## config.mk

```make
export PLATFORM = sky130hd
export DESIGN_NAME = dual_slope_seq
export DESIGN_NICKNAME = d
export VERILOG_FILES = /design/src/shared/adc_seq_pkg.sv /design/src/rtl/pin_sync.sv /design/src/rtl/result_buffer.sv /design/src/rtl/dual_slope_seq.sv
export SDC_FILE = /design/constraint.sdc
export NUM_CORES = 1
export LEC_CHECK = 0
export CAP_MARGIN = 10
export CELL_PAD_IN_SITES_DETAIL_PLACEMENT = 1
export CELL_PAD_IN_SITES_GLOBAL_PLACEMENT = 2
export CORE_ASPECT_RATIO = 2
export CORE_MARGIN = 10
export CORE_UTILIZATION = 39
export CTS_CLUSTER_DIAMETER = 150
export DETAILED_ROUTE_END_ITERATION = 12
export DONT_BUFFER_PORTS = 1
export PLACE_DENSITY = 0.85
export SLEW_MARGIN = 20
export SYNTH_ARGS = -nofsm -noshare
export SYNTH_HDL_FRONTEND = slang
export SYNTH_SLANG_ARGS = --single-unit
```

## constraint.sdc

```tcl
create_clock -name clk_sys -period 8.4 [get_ports clk_sys]
set_clock_uncertainty 0.1 [all_clocks]
set_input_delay 1.68 -clock clk_sys [delete_from_list [all_inputs] [get_ports clk_sys]]
set_output_delay 1.68 -clock clk_sys [all_outputs]
set_load 0.03 [all_outputs]
```

## src/shared/adc_seq_pkg.sv

```systemverilog
// Constants and types shared by the dual-slope sequencer and its helpers.
// Assumes a single 100 MHz clock and an asynchronous active-high reset.
package adc_seq_pkg;

  localparam int unsigned CLK_MHZ = 100;

  // Phase lengths in converter clocks
  localparam logic [15:0] CYCLE_LEN   = 16'h9C42;  // 40002
  localparam logic [15:0] AZ_CMD_LEN  = 16'h2711;  // 10001
  localparam logic [15:0] SI_LEN      = 16'h2710;  // 10000
  localparam logic [15:0] IZ_LEN      = 16'h00C8;  // 200
  localparam logic [15:0] IZ_OVER_LEN = 16'h1838;  // 6200
  localparam logic [14:0] OVER_COUNT  = 15'h4E20;  // 20000
  localparam logic [14:0] UNDER_COUNT = 15'h0708;  // 1800

  // Digit scan timing
  localparam logic [7:0] TOP_DIGIT_LEN = 8'hC9;    // 201
  localparam logic [7:0] DIGIT_LEN     = 8'hC8;    // 200
  localparam logic [7:0] TOP_STROBE_AT = 8'h65;    // 101
  localparam logic [7:0] STROBE_AT     = 8'h64;    // 100
  localparam logic [2:0] TOP_DIGIT     = 3'h4;

  // Least single-conversion pulse on the mode pin
  localparam int unsigned RUN_PULSE_NS  = 300;
  localparam int unsigned RUN_PULSE_CYC = (RUN_PULSE_NS * CLK_MHZ + 999) / 1000;

  // Reset values
  localparam logic RUN_HOLD_RESET = 1'b1;
  localparam logic COMP_RESET     = 1'b0;

  localparam int unsigned BUF_DEPTH = 2;

  typedef enum {PH_AZ, PH_SI, PH_DEINT, PH_IZ, PH_HOLD} phase_t;

  typedef struct packed {
    logic auto_zero;
    logic sig_int;
    logic ref_int_pos;
    logic ref_int_neg;
    logic int_zero;
  } switch_t;

  typedef struct packed {
    logic [4:0][3:0] digits;
    logic            over;
    logic            under;
    logic            polarity;
  } result_t;

  localparam int unsigned RESULT_W = $bits(result_t);

endpackage

```

## src/rtl/pin_sync.sv

```systemverilog
// Three-stage synchroniser for an asynchronous pin with agreement filter.
// Assumes the pin is quasi-static relative to clk_sys.
module pin_sync #(
  parameter logic RESET_VAL = 1'b0
) (
  input  wire logic clk_sys,
  input  wire logic rst,
  input  wire logic pin,
  output logic      level
);

  typedef struct packed {
    logic s1;
    logic s2;
    logic s3;
    logic level;
  } sync_state_t;

  sync_state_t s;
  sync_state_t next_s;

  always_comb begin
    next_s    = s;
    next_s.s1 = pin;
    next_s.s2 = s.s1;
    next_s.s3 = s.s2;
    // Accept a change once the later two stages agree
    if (s.s2 == s.s3) begin
      next_s.level = s.s3;
    end
  end

  always_ff @(posedge clk_sys or posedge rst) begin
    if (rst) begin
      s <= '{s1: RESET_VAL, s2: RESET_VAL, s3: RESET_VAL, level: RESET_VAL};
    end else begin
      s <= next_s;
    end
  end

  assign level = s.level;

endmodule

```

## src/rtl/result_buffer.sv

```systemverilog
// Small valid/ready buffer holding finished conversion results.
// Assumes both sides on clk_sys; full stalls the writer.
module result_buffer #(
  parameter int unsigned WIDTH = 8,
  parameter int unsigned DEPTH = 2
) (
  input  wire logic             clk_sys,
  input  wire logic             rst,
  input  wire logic             in_valid,
  output logic                  in_ready,
  input  wire logic [WIDTH-1:0] in_data,
  output logic                  out_valid,
  input  wire logic             out_ready,
  output logic [WIDTH-1:0]      out_data
);

  localparam int unsigned PW = $clog2(DEPTH);

  typedef struct packed {
    logic [DEPTH-1:0][WIDTH-1:0] mem;
    logic [PW-1:0]               wr;
    logic [PW-1:0]               rd;
    logic [PW:0]                 count;
  } buf_state_t;

  buf_state_t s;
  buf_state_t next_s;
  logic       do_wr;
  logic       do_rd;

  // Count is one bit wider than the pointers so that full can be told from empty
  assign in_ready  = (s.count != (PW + 1)'(DEPTH));
  assign out_valid = (s.count != '0);
  assign out_data  = s.mem[s.rd];
  assign do_wr     = in_valid && in_ready;
  assign do_rd     = out_valid && out_ready;

  always_comb begin
    next_s = s;
    if (do_wr) begin
      next_s.mem[s.wr] = in_data;
      next_s.wr        = (s.wr == PW'(DEPTH - 1)) ? '0 : s.wr + 1'b1;
    end
    if (do_rd) begin
      next_s.rd = (s.rd == PW'(DEPTH - 1)) ? '0 : s.rd + 1'b1;
    end
    if (do_wr && !do_rd) begin
      next_s.count = s.count + 1'b1;
    end else if (do_rd && !do_wr) begin
      next_s.count = s.count - 1'b1;
    end
  end

  always_ff @(posedge clk_sys or posedge rst) begin
    if (rst) begin
      s <= '0;
    end else begin
      s <= next_s;
    end
  end

endmodule

```

## src/rtl/dual_slope_seq.sv

```systemverilog
// Dual-slope converter sequencer with multiplexed BCD digit scan.
// Assumes comparator and mode pin are asynchronous; analog switches external.
//
// What this block does
// (RL1) Phases: auto-zero, integrate, deintegrate, integrator zero.
// (RL2) Capture input sign at integrate end.
// (RL3) Count deintegration clocks as the reading.
// (RL4) Integrator zero 200 clocks, 6200 on over-range.
// (RL5) Mode high: new cycle every 40002 clocks.
// (RL6) Mode low: finish cycle, hold result.
// (RL7) Mode pulse starts one conversion after hold.
// (RL8) Commanded cycle: 10001-count auto-zero, then busy.
// (RL9) Five latch strobes per cycle, centred.
// (RL10) Top digit 201 wide, strobe at 101.
// (RL11) Other digits 200 wide, strobe at 100.
// (RL12) Keep scanning, no further strobes.
// (RL13) Busy from integrate to crossing, not auto-zero.
// (RL14) Over-range: busy until two clocks before integrator zero ends.
// (RL15) Load result first clock after busy falls.
// (RL16) Over-range beyond 20000, cleared at deintegrate.
// (RL17) Under-range at or below 1800 counts.
// (RL18) Sign high positive, valid from deintegrate.
// (RL19) Digit selects high, scanned top down.
// (RL20) Over-range blanks digits until next deintegrate.
// (RL21) BCD positive-true, zero on over-range.
// (RL22) Disable counter first deintegrate clock; auto-zero delay.
// (RL23) One switch control group per phase.
// (RL24) Top digit only zero or one.
module dual_slope_seq (
  input  wire logic               clk_sys,
  input  wire logic               rst,
  input  wire logic               run_hold,
  input  wire logic               comp,
  output adc_seq_pkg::switch_t    switches,
  output logic                    busy,
  output logic                    over_range,
  output logic                    under_range,
  output logic                    polarity,
  output logic [4:0]              digit_sel,
  output logic [3:0]              bcd,
  output logic                    latch_strobe_n
);

  typedef struct packed {
    adc_seq_pkg::phase_t  phase;
    logic [15:0]          cyc;
    logic [15:0]          pcnt;
    logic                 first;
    logic                 cmd;
    logic                 run_prev;
    logic                 sign_cap;
    logic                 over_hit;
    logic [4:0][3:0]      count;
    logic [14:0]          ref_cnt;
    logic                 busy;
    logic                 latch_pend;
    logic                 push;
    adc_seq_pkg::result_t latched;
    logic                 over;
    logic                 under;
    logic                 polarity;
    adc_seq_pkg::switch_t sw;
    logic [2:0]           dig;
    logic [7:0]           dcnt;
    logic                 burst;
    logic                 blank;
    adc_seq_pkg::result_t shown;
    logic [4:0]           digit_sel;
    logic [3:0]           bcd;
    logic                 strobe_n;
  } seq_state_t;

  seq_state_t           s;
  seq_state_t           next_s;
  logic                 run_sync;
  logic                 comp_sync;
  logic                 buf_in_ready;
  logic                 buf_out_valid;
  logic                 buf_out_ready;
  adc_seq_pkg::result_t buf_out_data;

  function automatic logic [7:0] digit_len(input logic [2:0] dig);
    return (dig == adc_seq_pkg::TOP_DIGIT) ? adc_seq_pkg::TOP_DIGIT_LEN : adc_seq_pkg::DIGIT_LEN;
  endfunction

  function automatic logic [7:0] strobe_pos(input logic [2:0] dig);
    return (dig == adc_seq_pkg::TOP_DIGIT) ? adc_seq_pkg::TOP_STROBE_AT : adc_seq_pkg::STROBE_AT;
  endfunction

  pin_sync #(.RESET_VAL(adc_seq_pkg::RUN_HOLD_RESET)) u_run_sync (
    .clk_sys (clk_sys),
    .rst     (rst),
    .pin     (run_hold),
    .level   (run_sync)
  );

  pin_sync #(.RESET_VAL(adc_seq_pkg::COMP_RESET)) u_comp_sync (
    .clk_sys (clk_sys),
    .rst     (rst),
    .pin     (comp),
    .level   (comp_sync)
  );

  // Scanner takes a new result only between strobe bursts
  assign buf_out_ready = !s.burst;

  result_buffer #(
    .WIDTH (adc_seq_pkg::RESULT_W),
    .DEPTH (adc_seq_pkg::BUF_DEPTH)
  ) u_result_buffer (
    .clk_sys   (clk_sys),
    .rst       (rst),
    .in_valid  (s.push),
    .in_ready  (buf_in_ready),
    .in_data   (s.latched),
    .out_valid (buf_out_valid),
    .out_ready (buf_out_ready),
    .out_data  (buf_out_data)
  );

  always_comb begin
    logic        carry;
    logic [15:0] iz_limit;
    logic        az_done;
    logic        deint_start;
    next_s      = s;
    carry       = 1'b1;
    deint_start = 1'b0;
    iz_limit    = s.over_hit ? adc_seq_pkg::IZ_OVER_LEN : adc_seq_pkg::IZ_LEN;
    az_done     = s.cmd ? (s.pcnt == adc_seq_pkg::AZ_CMD_LEN - 16'h0001)
                        : (s.cyc == adc_seq_pkg::CYCLE_LEN - 16'h0001);
    next_s.run_prev = run_sync;
    next_s.cyc      = s.cyc + 16'h0001;
    next_s.pcnt     = s.pcnt + 16'h0001;

    // Result latch one clock after busy falls
    if (s.latch_pend) begin
      next_s.latch_pend = 1'b0;  // see (RL15)
      next_s.latched    = '{digits: s.count, over: s.over, under: s.under, polarity: s.polarity};
    end
    if (s.push && buf_in_ready) begin
      next_s.push = 1'b0;
    end

    case (s.phase)
      adc_seq_pkg::PH_AZ: begin
        next_s.first = 1'b0;
        if (s.first) begin
          next_s.count = '0;  // see (RL22)
        end
        if (az_done) begin
          next_s.phase = adc_seq_pkg::PH_SI;  // see (RL1)
          next_s.cyc   = '0;  // see (RL5)
          next_s.pcnt  = '0;
          next_s.cmd   = 1'b0;
          next_s.busy  = 1'b1;  // see (RL8) (RL13)
          next_s.under = 1'b0;  // see (RL17)
        end
      end
      adc_seq_pkg::PH_SI: begin
        if (s.pcnt == adc_seq_pkg::SI_LEN - 16'h0001) begin
          next_s.phase    = adc_seq_pkg::PH_DEINT;
          next_s.pcnt     = '0;
          next_s.sign_cap = comp_sync;  // see (RL2)
          next_s.polarity = comp_sync;  // see (RL18)
          next_s.over     = 1'b0;  // see (RL16)
          next_s.over_hit = 1'b0;
          next_s.first    = 1'b1;
          next_s.ref_cnt  = '0;
          next_s.count    = '0;
          deint_start     = 1'b1;
        end
      end
      adc_seq_pkg::PH_DEINT: begin
        next_s.first = 1'b0;
        if (s.first) begin
          next_s.first = 1'b0;  // see (RL22)
        end else if (comp_sync != s.sign_cap) begin
          next_s.busy       = 1'b0;  // see (RL13)
          next_s.latch_pend = 1'b1;
          next_s.under      = (s.ref_cnt <= adc_seq_pkg::UNDER_COUNT);  // see (RL17)
          next_s.phase      = adc_seq_pkg::PH_IZ;
          next_s.pcnt       = '0;
        end else if (s.ref_cnt == adc_seq_pkg::OVER_COUNT) begin
          next_s.over_hit = 1'b1;  // see (RL16)
          next_s.phase    = adc_seq_pkg::PH_IZ;
          next_s.pcnt     = '0;
        end else begin
          next_s.ref_cnt = s.ref_cnt + 15'h0001;  // see (RL3)
          for (int i = 0; i < 5; i++) begin
            if (carry) begin
              if (s.count[i] == 4'h9 || (i == 4 && s.count[i] == 4'h1)) begin
                next_s.count[i] = 4'h0;  // see (RL24)
              end else begin
                next_s.count[i] = s.count[i] + 4'h1;
                carry           = 1'b0;
              end
            end
          end
        end
      end
      adc_seq_pkg::PH_IZ: begin
        // Over-range busy falls two clocks early so the latch fits inside the phase
        if (s.busy && s.pcnt >= iz_limit - 16'h0003) begin
          next_s.busy       = 1'b0;  // see (RL14)
          next_s.over       = 1'b1;  // see (RL16)
          next_s.under      = 1'b0;
          next_s.latch_pend = 1'b1;
        end
        if (s.pcnt >= iz_limit - 16'h0001) begin  // see (RL4)
          next_s.pcnt = s.pcnt;
          if (!s.busy && !s.push && !s.latch_pend) begin
            next_s.push  = 1'b1;
            next_s.pcnt  = '0;
            next_s.first = 1'b1;
            next_s.phase = run_sync ? adc_seq_pkg::PH_AZ : adc_seq_pkg::PH_HOLD;  // see (RL6)
          end
        end
      end
      adc_seq_pkg::PH_HOLD: begin
        if (run_sync && !s.run_prev) begin
          next_s.phase = adc_seq_pkg::PH_AZ;  // see (RL7)
          next_s.cmd   = 1'b1;  // see (RL8)
          next_s.pcnt  = '0;
          next_s.first = 1'b1;
        end
      end
      default: begin
        next_s.phase = adc_seq_pkg::PH_AZ;
      end
    endcase

    // Analog switch controls, one group per phase
    next_s.sw             = '0;
    next_s.sw.auto_zero   = (next_s.phase == adc_seq_pkg::PH_AZ) || (next_s.phase == adc_seq_pkg::PH_HOLD);  // see (RL23)
    next_s.sw.sig_int     = (next_s.phase == adc_seq_pkg::PH_SI);
    next_s.sw.ref_int_pos = (next_s.phase == adc_seq_pkg::PH_DEINT) && next_s.sign_cap;
    next_s.sw.ref_int_neg = (next_s.phase == adc_seq_pkg::PH_DEINT) && !next_s.sign_cap;
    next_s.sw.int_zero    = (next_s.phase == adc_seq_pkg::PH_IZ);

    // Digit scan and strobe burst
    if (buf_out_valid && buf_out_ready) begin
      next_s.shown = buf_out_data;
      next_s.burst = 1'b1;  // see (RL9)
      next_s.blank = 1'b0;
      next_s.dig   = adc_seq_pkg::TOP_DIGIT;  // see (RL10)
      next_s.dcnt  = '0;
    end else begin
      next_s.dcnt = s.dcnt + 8'h01;
      if (s.burst && s.dig == 3'h0 && s.dcnt == strobe_pos(s.dig)) begin
        next_s.burst = 1'b0;  // see (RL12)
        next_s.blank = s.shown.over;  // see (RL20)
      end
      if (s.dcnt == digit_len(s.dig) - 8'h01) begin
        next_s.dcnt = '0;
        next_s.dig  = (s.dig == 3'h0) ? adc_seq_pkg::TOP_DIGIT : s.dig - 3'h1;  // see (RL19) (RL11)
      end
    end
    if (deint_start) begin
      next_s.blank = 1'b0;  // see (RL20)
    end

    // Registered outputs follow the scanner one clock later
    next_s.digit_sel = s.blank ? 5'h00 : 5'(5'h01 << s.dig);  // see (RL19)
    next_s.bcd       = (s.blank || s.shown.over) ? 4'h0 : s.shown.digits[s.dig];  // see (RL21)
    next_s.strobe_n  = !(s.burst && s.dcnt == strobe_pos(s.dig));  // see (RL9) (RL10) (RL11)
    // One dark clock before a new result so the top select always rises afresh
    if (buf_out_valid && buf_out_ready) begin
      next_s.digit_sel = 5'h00;  // see (RL10)
      next_s.bcd       = 4'h0;
    end
  end

  always_ff @(posedge clk_sys or posedge rst) begin
    if (rst) begin
      s          <= '0;
      s.phase    <= adc_seq_pkg::PH_AZ;
      s.first    <= 1'b1;
      s.run_prev <= adc_seq_pkg::RUN_HOLD_RESET;
      s.dig      <= adc_seq_pkg::TOP_DIGIT;
      s.strobe_n <= 1'b1;
      s.sw       <= '{auto_zero: 1'b1, default: 1'b0};
    end else begin
      s <= next_s;
    end
  end

  assign switches       = s.sw;
  assign busy           = s.busy;
  assign over_range     = s.over;
  assign under_range    = s.under;
  assign polarity       = s.polarity;
  assign digit_sel      = s.digit_sel;
  assign bcd            = s.bcd;
  assign latch_strobe_n = s.strobe_n;

endmodule

```

==> impl_metrics.env, run 1 <==
export IMPL_vias_per_cell=5.31
export IMPL_use_met1_pct=13.4
export IMPL_grt_pass1_vias=7730
export IMPL_ys_top_cells_by_area="dfrtp_1 (53%), mux2_2 (7.2%), nor2_1 (2.8%)"
export IMPL_vias=6993
export IMPL_worstSetupStartpointType="register"
export IMPL_grt_ovfl_total=0
export IMPL_place_congestion=0.905
export IMPL_die_h_microns=254
export IMPL_cts_tree="yes"
export IMPL_numClockSinks=234
export IMPL_postSynthAreaPerCell_sq_um=11.3
export IMPL_cp_arrival_ps=1180
export IMPL_h_tree_depth=1
export IMPL_clock_latency_ps=520
export IMPL_crit_type="register to primary output"
export IMPL_synth_edf_count=0
export IMPL_antenna_cells=0
export IMPL_yosys_top_cells_count="dfrtp_1 (225), nor2_1 (79), nand2_1 (73)"
export IMPL_p_seq_share_pct=52.7
export IMPL_yosysMostFrequentCell="dfrtp_1"
export IMPL_critical_path_required_ps=6620
export IMPL_start_util_pct=39.5
export IMPL_p_int_mw=1.71
export IMPL_seq_area_frac_synth_pct=55.0
export IMPL_synthArstFlopShare_pct=100
export IMPL_final_nets=984
export IMPL_grtUsageMet3_pct=1.82
export IMPL_p_leak_nw=5.27
export IMPL_p_switching_mw=0.465
export IMPL_drc=0
export IMPL_cts_root_buf="clkbuf_16"
export IMPL_first_iter_violations=313
export IMPL_r2r_end="s[126]$_DFFE_PP0P_"
export IMPL_tns_ps=0
export IMPL_worstHoldPathType="register to register"
export IMPL_core_sq_um=27000
export IMPL_powerDensity_nw_per_um2=185
export IMPL_stdcell_count=1318
export IMPL_rsz0062_at_grt="no"
export IMPL_clk_pin_slew_ps=70
export IMPL_synth_cells=943
export IMPL_use_met2_pct=28.0
export IMPL_p_sw_share_pct=21.4
export IMPL_grt_antenna_before_repair=0
export IMPL_p_clk_share_pct=45.9
export IMPL_power_mw=2.17
export IMPL_ff2ff_setup_slack_ps=5440
export IMPL_synthFlopType="dfrtp_1"
export IMPL_top_usage_layer="met2"
export IMPL_port_buffers=0
export IMPL_post_cts_buffers=0
export IMPL_drive_gt1_share_pct=16.1
export IMPL_cts_resized=0
export IMPL_holdBufCountCts=0
export IMPL_grt_max_degree=121
export IMPL_cts_buffers=22
export IMPL_post_synth_top_area_cell="dfrtp_1"
export IMPL_status="finished, final reports clean"
export IMPL_synthesis_area_sq_um=10700
export IMPL_routed_wl_microns=23400
export IMPL_hold_viol=0
export IMPL_relSlewSlack_pct=33.5
export IMPL_ys_ff_latch=234
export IMPL_period_share_pct=35.3
export IMPL_worstMarginPinSlew_ps=995
export IMPL_detail_route_antenna_nets=0
export IMPL_synthToLayoutAreaGrowth_pct=10.1
export IMPL_timing_max_cap_violations=0
export IMPL_rr_worst_depth=9
export IMPL_fp_dieW_microns=137
export IMPL_crit_fanout=5
export IMPL_yosysWarnings=0
export IMPL_rows=85
export IMPL_min_delay_start="u_run_sync.next_s[2]$_DFF_PP1_"
export IMPL_critPathCaptureType="primary output"
export IMPL_clockBufferDepth=3
export IMPL_setup_viol=0
export IMPL_synth_top_area_share_pct=52.8
export IMPL_holdPathStages=0
export IMPL_holdPathEnd="u_run_sync.next_s[1]$_DFF_PP1_"
export IMPL_slew_violations=0
export IMPL_first_pass_iters=4
export IMPL_vdd_drop_max_v=0.000137
export IMPL_reg2reg_from="s[80]$_DFFE_PP0P_"
export IMPL_io_pins=23
export IMPL_dp_hpwl_microns=16700
export IMPL_grt_usage_pct=13.9
export IMPL_fillers=2996
export IMPL_fin_crit_ps=2960
export IMPL_placed_cell_area_sq_um=11000
export IMPL_grt_pass1_wl_microns=39400
export IMPL_die_area_sq_um=34800
export IMPL_ys_types=74
export IMPL_wl_per_cell_microns=17.7
export IMPL_fmax_ghz=0.337
export IMPL_dp_cells=1281
export IMPL_design_area_sq_um=11800
export IMPL_combinationalPowerShare_pct=1.5
power groups by stage:
stage | Clock [mW] | Combinational, mW | Sequential (mW)
finish | 0.995 | 0.0315 | 1.14
global route | 1.07 | 0.0378 | 1.14
CTS | 1.03 | 0.0332 | 1.14
detailed placement | 0 | 0.0330 | 1.17
global placement | 0 | 0.0324 | 1.16
floorplan | 0 | 0.0238 | 1.16
logic make-up (layout without fill, tap and decap cells):
group | count (synthesis) | after routing | share of synthesized area [%]
DFF | 234 | 234 | 55.0
adders and majority gates | 25 | 25 | 2.88
buffers and inverters | 80 | 79 | 3.47
muxes | 99 | 99 | 10.6
other | 1 | 29 | 0.0351
and+or+nand+nor | 327 | 327 | 16.7
AOI/OAI and AO/OA | 135 | 135 | 7.94
xor gates and xnor gates | 42 | 42 | 3.45
layout by cell type, fill, tap and decap left out, drive strengths merged, types with 3 or more instances in the layout:
master and n:
and2 3, or3 13, or2 3, o211ai 3, nor2b 4, a22oi 4, nor4 17, a22o 5
mux2 68, dfrtp 225, nor3b 4, a211oi 4, xnor2 27, or4 4, inv 35, dfstp 9
a31oi 3, conb 29, mux2i 27, o31ai 6, nor2 79, o21ai 63, nand3b 7, nand4b 3
nor3 21, nand2 73, mux4 4, ha 23, nand3 40, nand4 11, xor2 15, buf 7
and3 22, nand2b 8, a21o 6, clkinv 6, a21oi 27, nor4b 6, clkbuf 28
flip-flops by register name, summed over array words and instances (netlist names), 2 cells and up:
signal / cells
bcd: 4
digit_sel: 5
s: 161
switches: 5
u_comp_sync.next_s: 2
u_result_buffer.s: 46
u_run_sync.next_s: 2
final cells by class:
| class | count | area, sq um | area share, % |
|---|---|---|---|
| inverters | 35 | 139 | 1.18 |
| repair buffers | 7 | 52.6 | 0.447 |
| clock buffers | 28 | 634 | 5.40 |
| well taps | 348 | 435 | 3.70 |
| multi-input cells | 657 | 4550 | 38.7 |
| flip-flops and latches | 234 | 5870 | 49.9 |
| clock inverters | 9 | 75.1 | 0.639 |
metrics by stage:
| stage | setup slack, ps | utilization [%] | hold WS (ps) |
|---|---|---|---|
| 2_1_floorplan | 217 | - | 231 |
| 3_3_place_gp | 5200 | 40.9 | 244 |
| 3_5_place_dp | 5170 | 40.9 | 242 |
| 4_1_cts | 5380 | 43.5 | 257 |
| 5_1_grt | 5200 | 43.5 | 265 |
| 6_report | 5440 | 43.5 | 256 |
routing by layer:
| layer | wire length [microns] | up-vias |
|---|---|---|
| met5 | 0 | - |
| met1 | 8320 | 3594 |
| met3 | 599 | 44 |
| met4 | 668 | 0 |
| met2 | 13800 | 64 |
| li1 | - | 3291 |
worst max-delay path by stage:
stage | startpoint | endpoint | slack (ps) | depth (start not counted)
after detailed placement | rst | s[112]$_DFFE_PP0P_ | 5170 | 2
final | busy$_DFFE_PP0P_ | busy | 5440 | 0
after floorplan | rst | bcd[0]$_DFF_PP0_ | 220 | 1
after global placement | rst | s[161]$_DFF_PP0_ | 5200 | 2
after global routing | s[115]$_DFFE_PP0P_ | s[128]$_DFFE_PP0P_ | 5200 | 9
after CTS | s[163]$_DFF_PP0_ | s[114]$_DFFE_PP0P_ | 5380 | 7
No activity file was read; power rests on OpenSTA's default activity.
==> run 2: changes to the inputs <==
Settings changed: CORE_UTILIZATION 39 to 44, PLACE_DENSITY 0.85 to 0.9.
Clock period 8.4 ns to 3.1 ns, I/O delays scaled along.
==> impl_metrics.env, run 2 (synthesis gave the netlist of run 1 again) <==
export IMPL_drc=0
export IMPL_antenna_cells=0
export IMPL_timing_final_ws_setup_ps=167
export IMPL_crit_type="register to register"
export IMPL_top_regs="s: 161 flops, u_result_buffer.s: 46 flops"
export IMPL_grt_pass1_vias=7972
export IMPL_rsz0062_at_grt="no"
export IMPL_relSlewSlack_pct=40.8
export IMPL_grt_max_degree=53
export IMPL_p_seq_share_pct=51.5
export IMPL_clockBufferDepth=3
export IMPL_vdd_drop_max_v=0.000343
export IMPL_grt_antenna_before_repair=0
export IMPL_numClockSinks=234
export IMPL_worstMarginPinSlew_ps=887
export IMPL_fillers=2535
export IMPL_fp_dieW_microns=130
export IMPL_design_area_sq_um=12000
export IMPL_slew_violations=0
export IMPL_largest_reg_flops=161
export IMPL_p_int_mw=4.74
export IMPL_rows=80
export IMPL_drive_gt1_share_pct=18.0
export IMPL_clock_latency_ps=520
export IMPL_h_tree_depth=1
export IMPL_worst_path_max_delay_cell="or4b_4"
export IMPL_hold_viol=0
export IMPL_io_pins=23
export IMPL_final_common_cell="dfrtp_1"
export IMPL_routed_wl_microns=24900
export IMPL_final_cell_mix="dfrtp_1 (225), nor2_1 (79), nand2_1 (73), mux2_2 (68), o21ai_0 (59)"
export IMPL_detail_route_antenna_nets=0
export IMPL_top_register="s"
export IMPL_place_congestion=0.896
export IMPL_vias=7251
export IMPL_powerDensity_nw_per_um2=503
export IMPL_cts_root_buf="clkbuf_16"
export IMPL_post_route_util_pct=50.0
export IMPL_crit_fanout=24
export IMPL_critPathCaptureType="register"
export IMPL_timing_max_cap_violations=0
export IMPL_first_iter_violations=266
export IMPL_grt_usage_pct=16.6
export IMPL_setup_viol=0
export IMPL_worstHoldPathType="input pin to register"
export IMPL_port_buffers=0
export IMPL_critical_path_required_ps=3410
export IMPL_p_switching_mw=1.27
export IMPL_synthToLayoutAreaGrowth_pct=12.0
export IMPL_fmax_ghz=0.341
export IMPL_status="finished, final reports clean"
export IMPL_placed_cell_area_sq_um=11200
export IMPL_critPathMaxStageDelay_ps=490
export IMPL_grt_ovfl_total=0
export IMPL_cp_cell_sequence="inv_1, ha_1, or4b_4, nor4_4, o21a_1, o221a_4, nand3_4, a21o_1, a22o_1"
export IMPL_cp_arrival_ps=3240
export IMPL_p_sw_share_pct=21.1
export IMPL_p_clk_share_pct=46.8
export IMPL_fin_crit_ps=2930
export IMPL_clk_pin_slew_ps=70
export IMPL_p_leak_nw=5.42
export IMPL_grt_pass1_wl_microns=41400
export IMPL_worstSetupStartpointType="register"
export IMPL_cts_buffers=22
export IMPL_first_pass_iters=4
export IMPL_die_area_sq_um=31300
export IMPL_wl_per_cell_microns=19.4
export IMPL_die_h_microns=240
export IMPL_start_util_pct=44.6
export IMPL_power_mw=6.01
export IMPL_vias_per_cell=5.65
export IMPL_combinationalPowerShare_pct=1.7
export IMPL_dp_hpwl_microns=17600
export IMPL_final_nets=1008
export IMPL_cts_tree="yes"
export IMPL_core_sq_um=23900
export IMPL_period_share_pct=94.6
export IMPL_dp_slack_ps=231
run 2: layout make-up:
class / instances / area, sq um / share of cell area, %
clock buffer: 28 / 604 / 5.06
timing repair buffer: 31 / 298 / 2.49
inverter: 35 / 135 / 1.13
multi-input combinational: 657 / 4550 / 38.1
clock inverter: 11 / 140 / 1.17
sequential: 234 / 5870 / 49.1
tap: 287 / 359 / 3.00
run 2: critical path: cells and delay by family (launching register included):
kind	cells	cell delay, ps
adders and majority gates	1	200
buffers and inverters	1	100
DFF	1	400
AOI/OAI and AO/OA	4	850
and+or+nand+nor	3	1170
run 2: final timing paths:
path,start,to,slack [ps],cells after the start
max in group asynchronous,rst,switches[4]$_DFF_PP1_,2110,2
setup reg to reg,s[80]$_DFFE_PP0P_,s[126]$_DFFE_PP0P_,170,9
hold / removal,comp,u_comp_sync.next_s[2]$_DFF_PP0_,20,0
setup / recovery,s[80]$_DFFE_PP0P_,s[126]$_DFFE_PP0P_,170,9
hold reg to reg,u_run_sync.next_s[2]$_DFF_PP1_,u_run_sync.next_s[1]$_DFF_PP1_,260,0
min in group asynchronous,rst,s[87]$_DFFE_PP0P_,30,1
run 2: power groups by stage:
stage	Sequential [mW]	Combinational (mW)	Clock, mW
global placement	3.15	0.103	0
CTS	3.10	0.106	2.90
floorplan	3.15	0.0649	0
global route	3.10	0.119	3.03
finish	3.10	0.101	2.82
detailed placement	3.16	0.105	0
run 2: layer usage:
| layer | share of wire [%] | global-route usage [%] | vias to the layer above | routed length, microns |
|---|---|---|---|---|
| met4 | 3.6 | 7.64 | 0 | 895 |
| met5 | 0 | 0 | - | 0 |
| met3 | 2.9 | 2.27 | 53 | 715 |
| met2 | 59 | 32.8 | 108 | 14600 |
| met1 | 35 | 16.0 | 3740 | 8610 |
| li1 | - | - | 3350 | - |
run 2: timing repair:
action / 4_1_cts / 5_1_grt
resized for setup: 0 / 1
setup endpoints to repair: 0 / 8
setup buffers: 0 / 0
hold buffers: 1 / 0
hold endpoints to repair: 1 / 0
run 2: through the flow:
step	hold slack, ps	TNS (ps)	std cells
2_1_floorplan	231	-152230	971
3_3_place_gp	237	0	1243
3_5_place_dp	256	0	1243
6_report	23.1	0	1283
5_1_grt	3.98	0	1283
4_1_cts	0.446	0	1283
==> run 3: changes to the inputs <==
Clock period 3.1 ns to 3.3 ns, I/O delays scaled along.
==> impl_metrics.env, run 3 (synthesis gave the netlist of run 1 again) <==
export IMPL_h_tree_depth=1
export IMPL_grt_usage_pct=16.3
export IMPL_p_int_mw=4.43
export IMPL_core_sq_um=23900
export IMPL_final_cell_mix="dfrtp_1 (225), nor2_1 (79), nand2_1 (73), mux2_2 (68), o21ai_0 (59)"
export IMPL_cts_resized=0
export IMPL_p_clk_share_pct=46.3
export IMPL_worst_path_max_delay_cell="dfrtp_1"
export IMPL_crit_type="register to register"
export IMPL_combinationalPowerShare_pct=1.7
export IMPL_first_pass_iters=4
export IMPL_grt_max_degree=66
export IMPL_grt_antenna_before_repair=0
export IMPL_rr_worst_depth=7
export IMPL_placed_cell_area_sq_um=11100
export IMPL_status="finished, final reports clean"
export IMPL_holdBufCountCts=0
export IMPL_ff2ff_setup_slack_ps=380
export IMPL_synthToLayoutAreaGrowth_pct=11.0
export IMPL_port_buffers=0
export IMPL_post_cts_buffers=0
export IMPL_die_h_microns=240
export IMPL_hold_viol=0
export IMPL_critPathTopFamily="simple AND/OR/NAND/NOR gates"
export IMPL_drc=0
export IMPL_critical_path_required_ps=3580
export IMPL_numClockSinks=234
export IMPL_vias_per_cell=5.62
export IMPL_drive_gt1_share_pct=17.0
export IMPL_power_mw=5.59
export IMPL_reg2reg_from="s[126]$_DFFE_PP0P_"
export IMPL_worstMarginPinSlew_ps=750
export IMPL_crit_top_cell="o21ai_0"
export IMPL_vias=7156
export IMPL_slew_violations=0
export IMPL_start_util_pct=44.6
export IMPL_dp_hpwl_microns=17100
export IMPL_setup_viol=0
export IMPL_grt_ovfl_total=0
export IMPL_critPathMaxStageDelay_ps=470
export IMPL_timing_max_cap_violations=0
export IMPL_routed_wl_microns=23900
export IMPL_fmax_ghz=0.342
export IMPL_top_regs="s: 161 flops, u_result_buffer.s: 46 flops"
export IMPL_dp_cells=1234
export IMPL_p_switching_mw=1.17
export IMPL_wl_per_cell_microns=18.8
export IMPL_detail_route_antenna_nets=0
export IMPL_clock_latency_ps=520
export IMPL_top_register="s"
export IMPL_largest_reg_flops=161
export IMPL_cts_root_buf="clkbuf_16"
export IMPL_clk_pin_slew_ps=70
export IMPL_place_congestion=0.857
export IMPL_die_area_sq_um=31300
export IMPL_worstSetupStartpointType="register"
export IMPL_rows=80
export IMPL_rsz0062_at_grt="no"
export IMPL_p_seq_share_pct=52.0
export IMPL_period_share_pct=88.5
export IMPL_critPathCaptureType="register"
export IMPL_fillers=2576
export IMPL_design_area_sq_um=11800
export IMPL_worstHoldPathType="input pin to async pin"
export IMPL_cp_arrival_ps=3200
export IMPL_p_leak_nw=5.36
export IMPL_first_iter_violations=369
export IMPL_antenna_cells=0
export IMPL_fp_dieW_microns=130
export IMPL_final_nets=998
export IMPL_clockBufferDepth=3
export IMPL_p_sw_share_pct=20.9
export IMPL_cp_num_buf_inv=0
export IMPL_fin_crit_ps=2920
export IMPL_cts_tree="yes"
export IMPL_io_pins=23
export IMPL_powerDensity_nw_per_um2=472
export IMPL_cts_buffers=22
export IMPL_final_common_cell="dfrtp_1"
export IMPL_stdcell_count=1273
export IMPL_crit_fanout=8
export IMPL_grt_pass1_vias=8172
export IMPL_grt_pass1_wl_microns=41200
export IMPL_relSlewSlack_pct=49.9
export IMPL_r2r_end="s[109]$_DFFE_PP0P_"
export IMPL_vdd_drop_max_v=0.000310
export IMPL_cp_cell_sequence="nor4_2, nand4_1, a211oi_4, and3_1, o21ai_2, o21ai_0, o21ai_0"
run 3: how the worst max path moves through the flow:
stage | from | endpoint | cells past startpoint
floorplan | rst | bcd[0]$_DFF_PP0_ | 1
global placement | s[126]$_DFFE_PP0P_ | s[113]$_DFFE_PP0P_ | 7
global route | s[126]$_DFFE_PP0P_ | s[109]$_DFFE_PP0P_ | 7
CTS | s[126]$_DFFE_PP0P_ | s[101]$_DFFE_PP0P_ | 7
detailed placement | s[115]$_DFFE_PP0P_ | s[130]$_DFFE_PP0P_ | 10
finish | s[126]$_DFFE_PP0P_ | s[109]$_DFFE_PP0P_ | 7
run 3: power by group through the flow:
| stage | registers [mW] | logic [mW] | clock network (mW) |
|---|---|---|---|
| 2_1_floorplan | 2.96 | 0.0610 | 0 |
| 3_3_place_gp | 2.96 | 0.0934 | 0 |
| 3_5_place_dp | 2.96 | 0.0955 | 0 |
| 4_1_cts | 2.91 | 0.0960 | 2.67 |
| 5_1_grt | 2.91 | 0.109 | 2.80 |
| 6_report | 2.91 | 0.0925 | 2.59 |
run 3: layout make-up:
class | instances | area, sq um | share of cell area (%)
multi-input combinational | 657 | 4550 | 38.4
tap | 287 | 359 | 3.03
sequential | 234 | 5870 | 49.5
timing repair buffer | 21 | 195 | 1.65
clock buffer | 35 | 691 | 5.83
inverter | 35 | 135 | 1.14
clock inverter | 4 | 47.5 | 0.401
run 3: metrics by stage:
stage / setup TNS [ps] / hold WS [ps] / util [%] / setup slack [ps]
floorplan: -116230 / 231 / - / -517
global route: 0 / 15.4 / 49.5 / 150
global placement: 0 / 245 / 46.4 / 473
CTS: 0 / 9.64 / 49.5 / 336
detailed placement: 0 / 249 / 46.4 / 385
finish: 0 / 27.9 / 49.5 / 380
run 3: metal layers:
metal	vias up	global-route usage, %	part of all wire, %
met5	-	0	0
met4	0	7.81	4.1
met3	50	2.16	2.6
met2	91	31.8	59
met1	3682	15.9	35
li1	3333	-	-
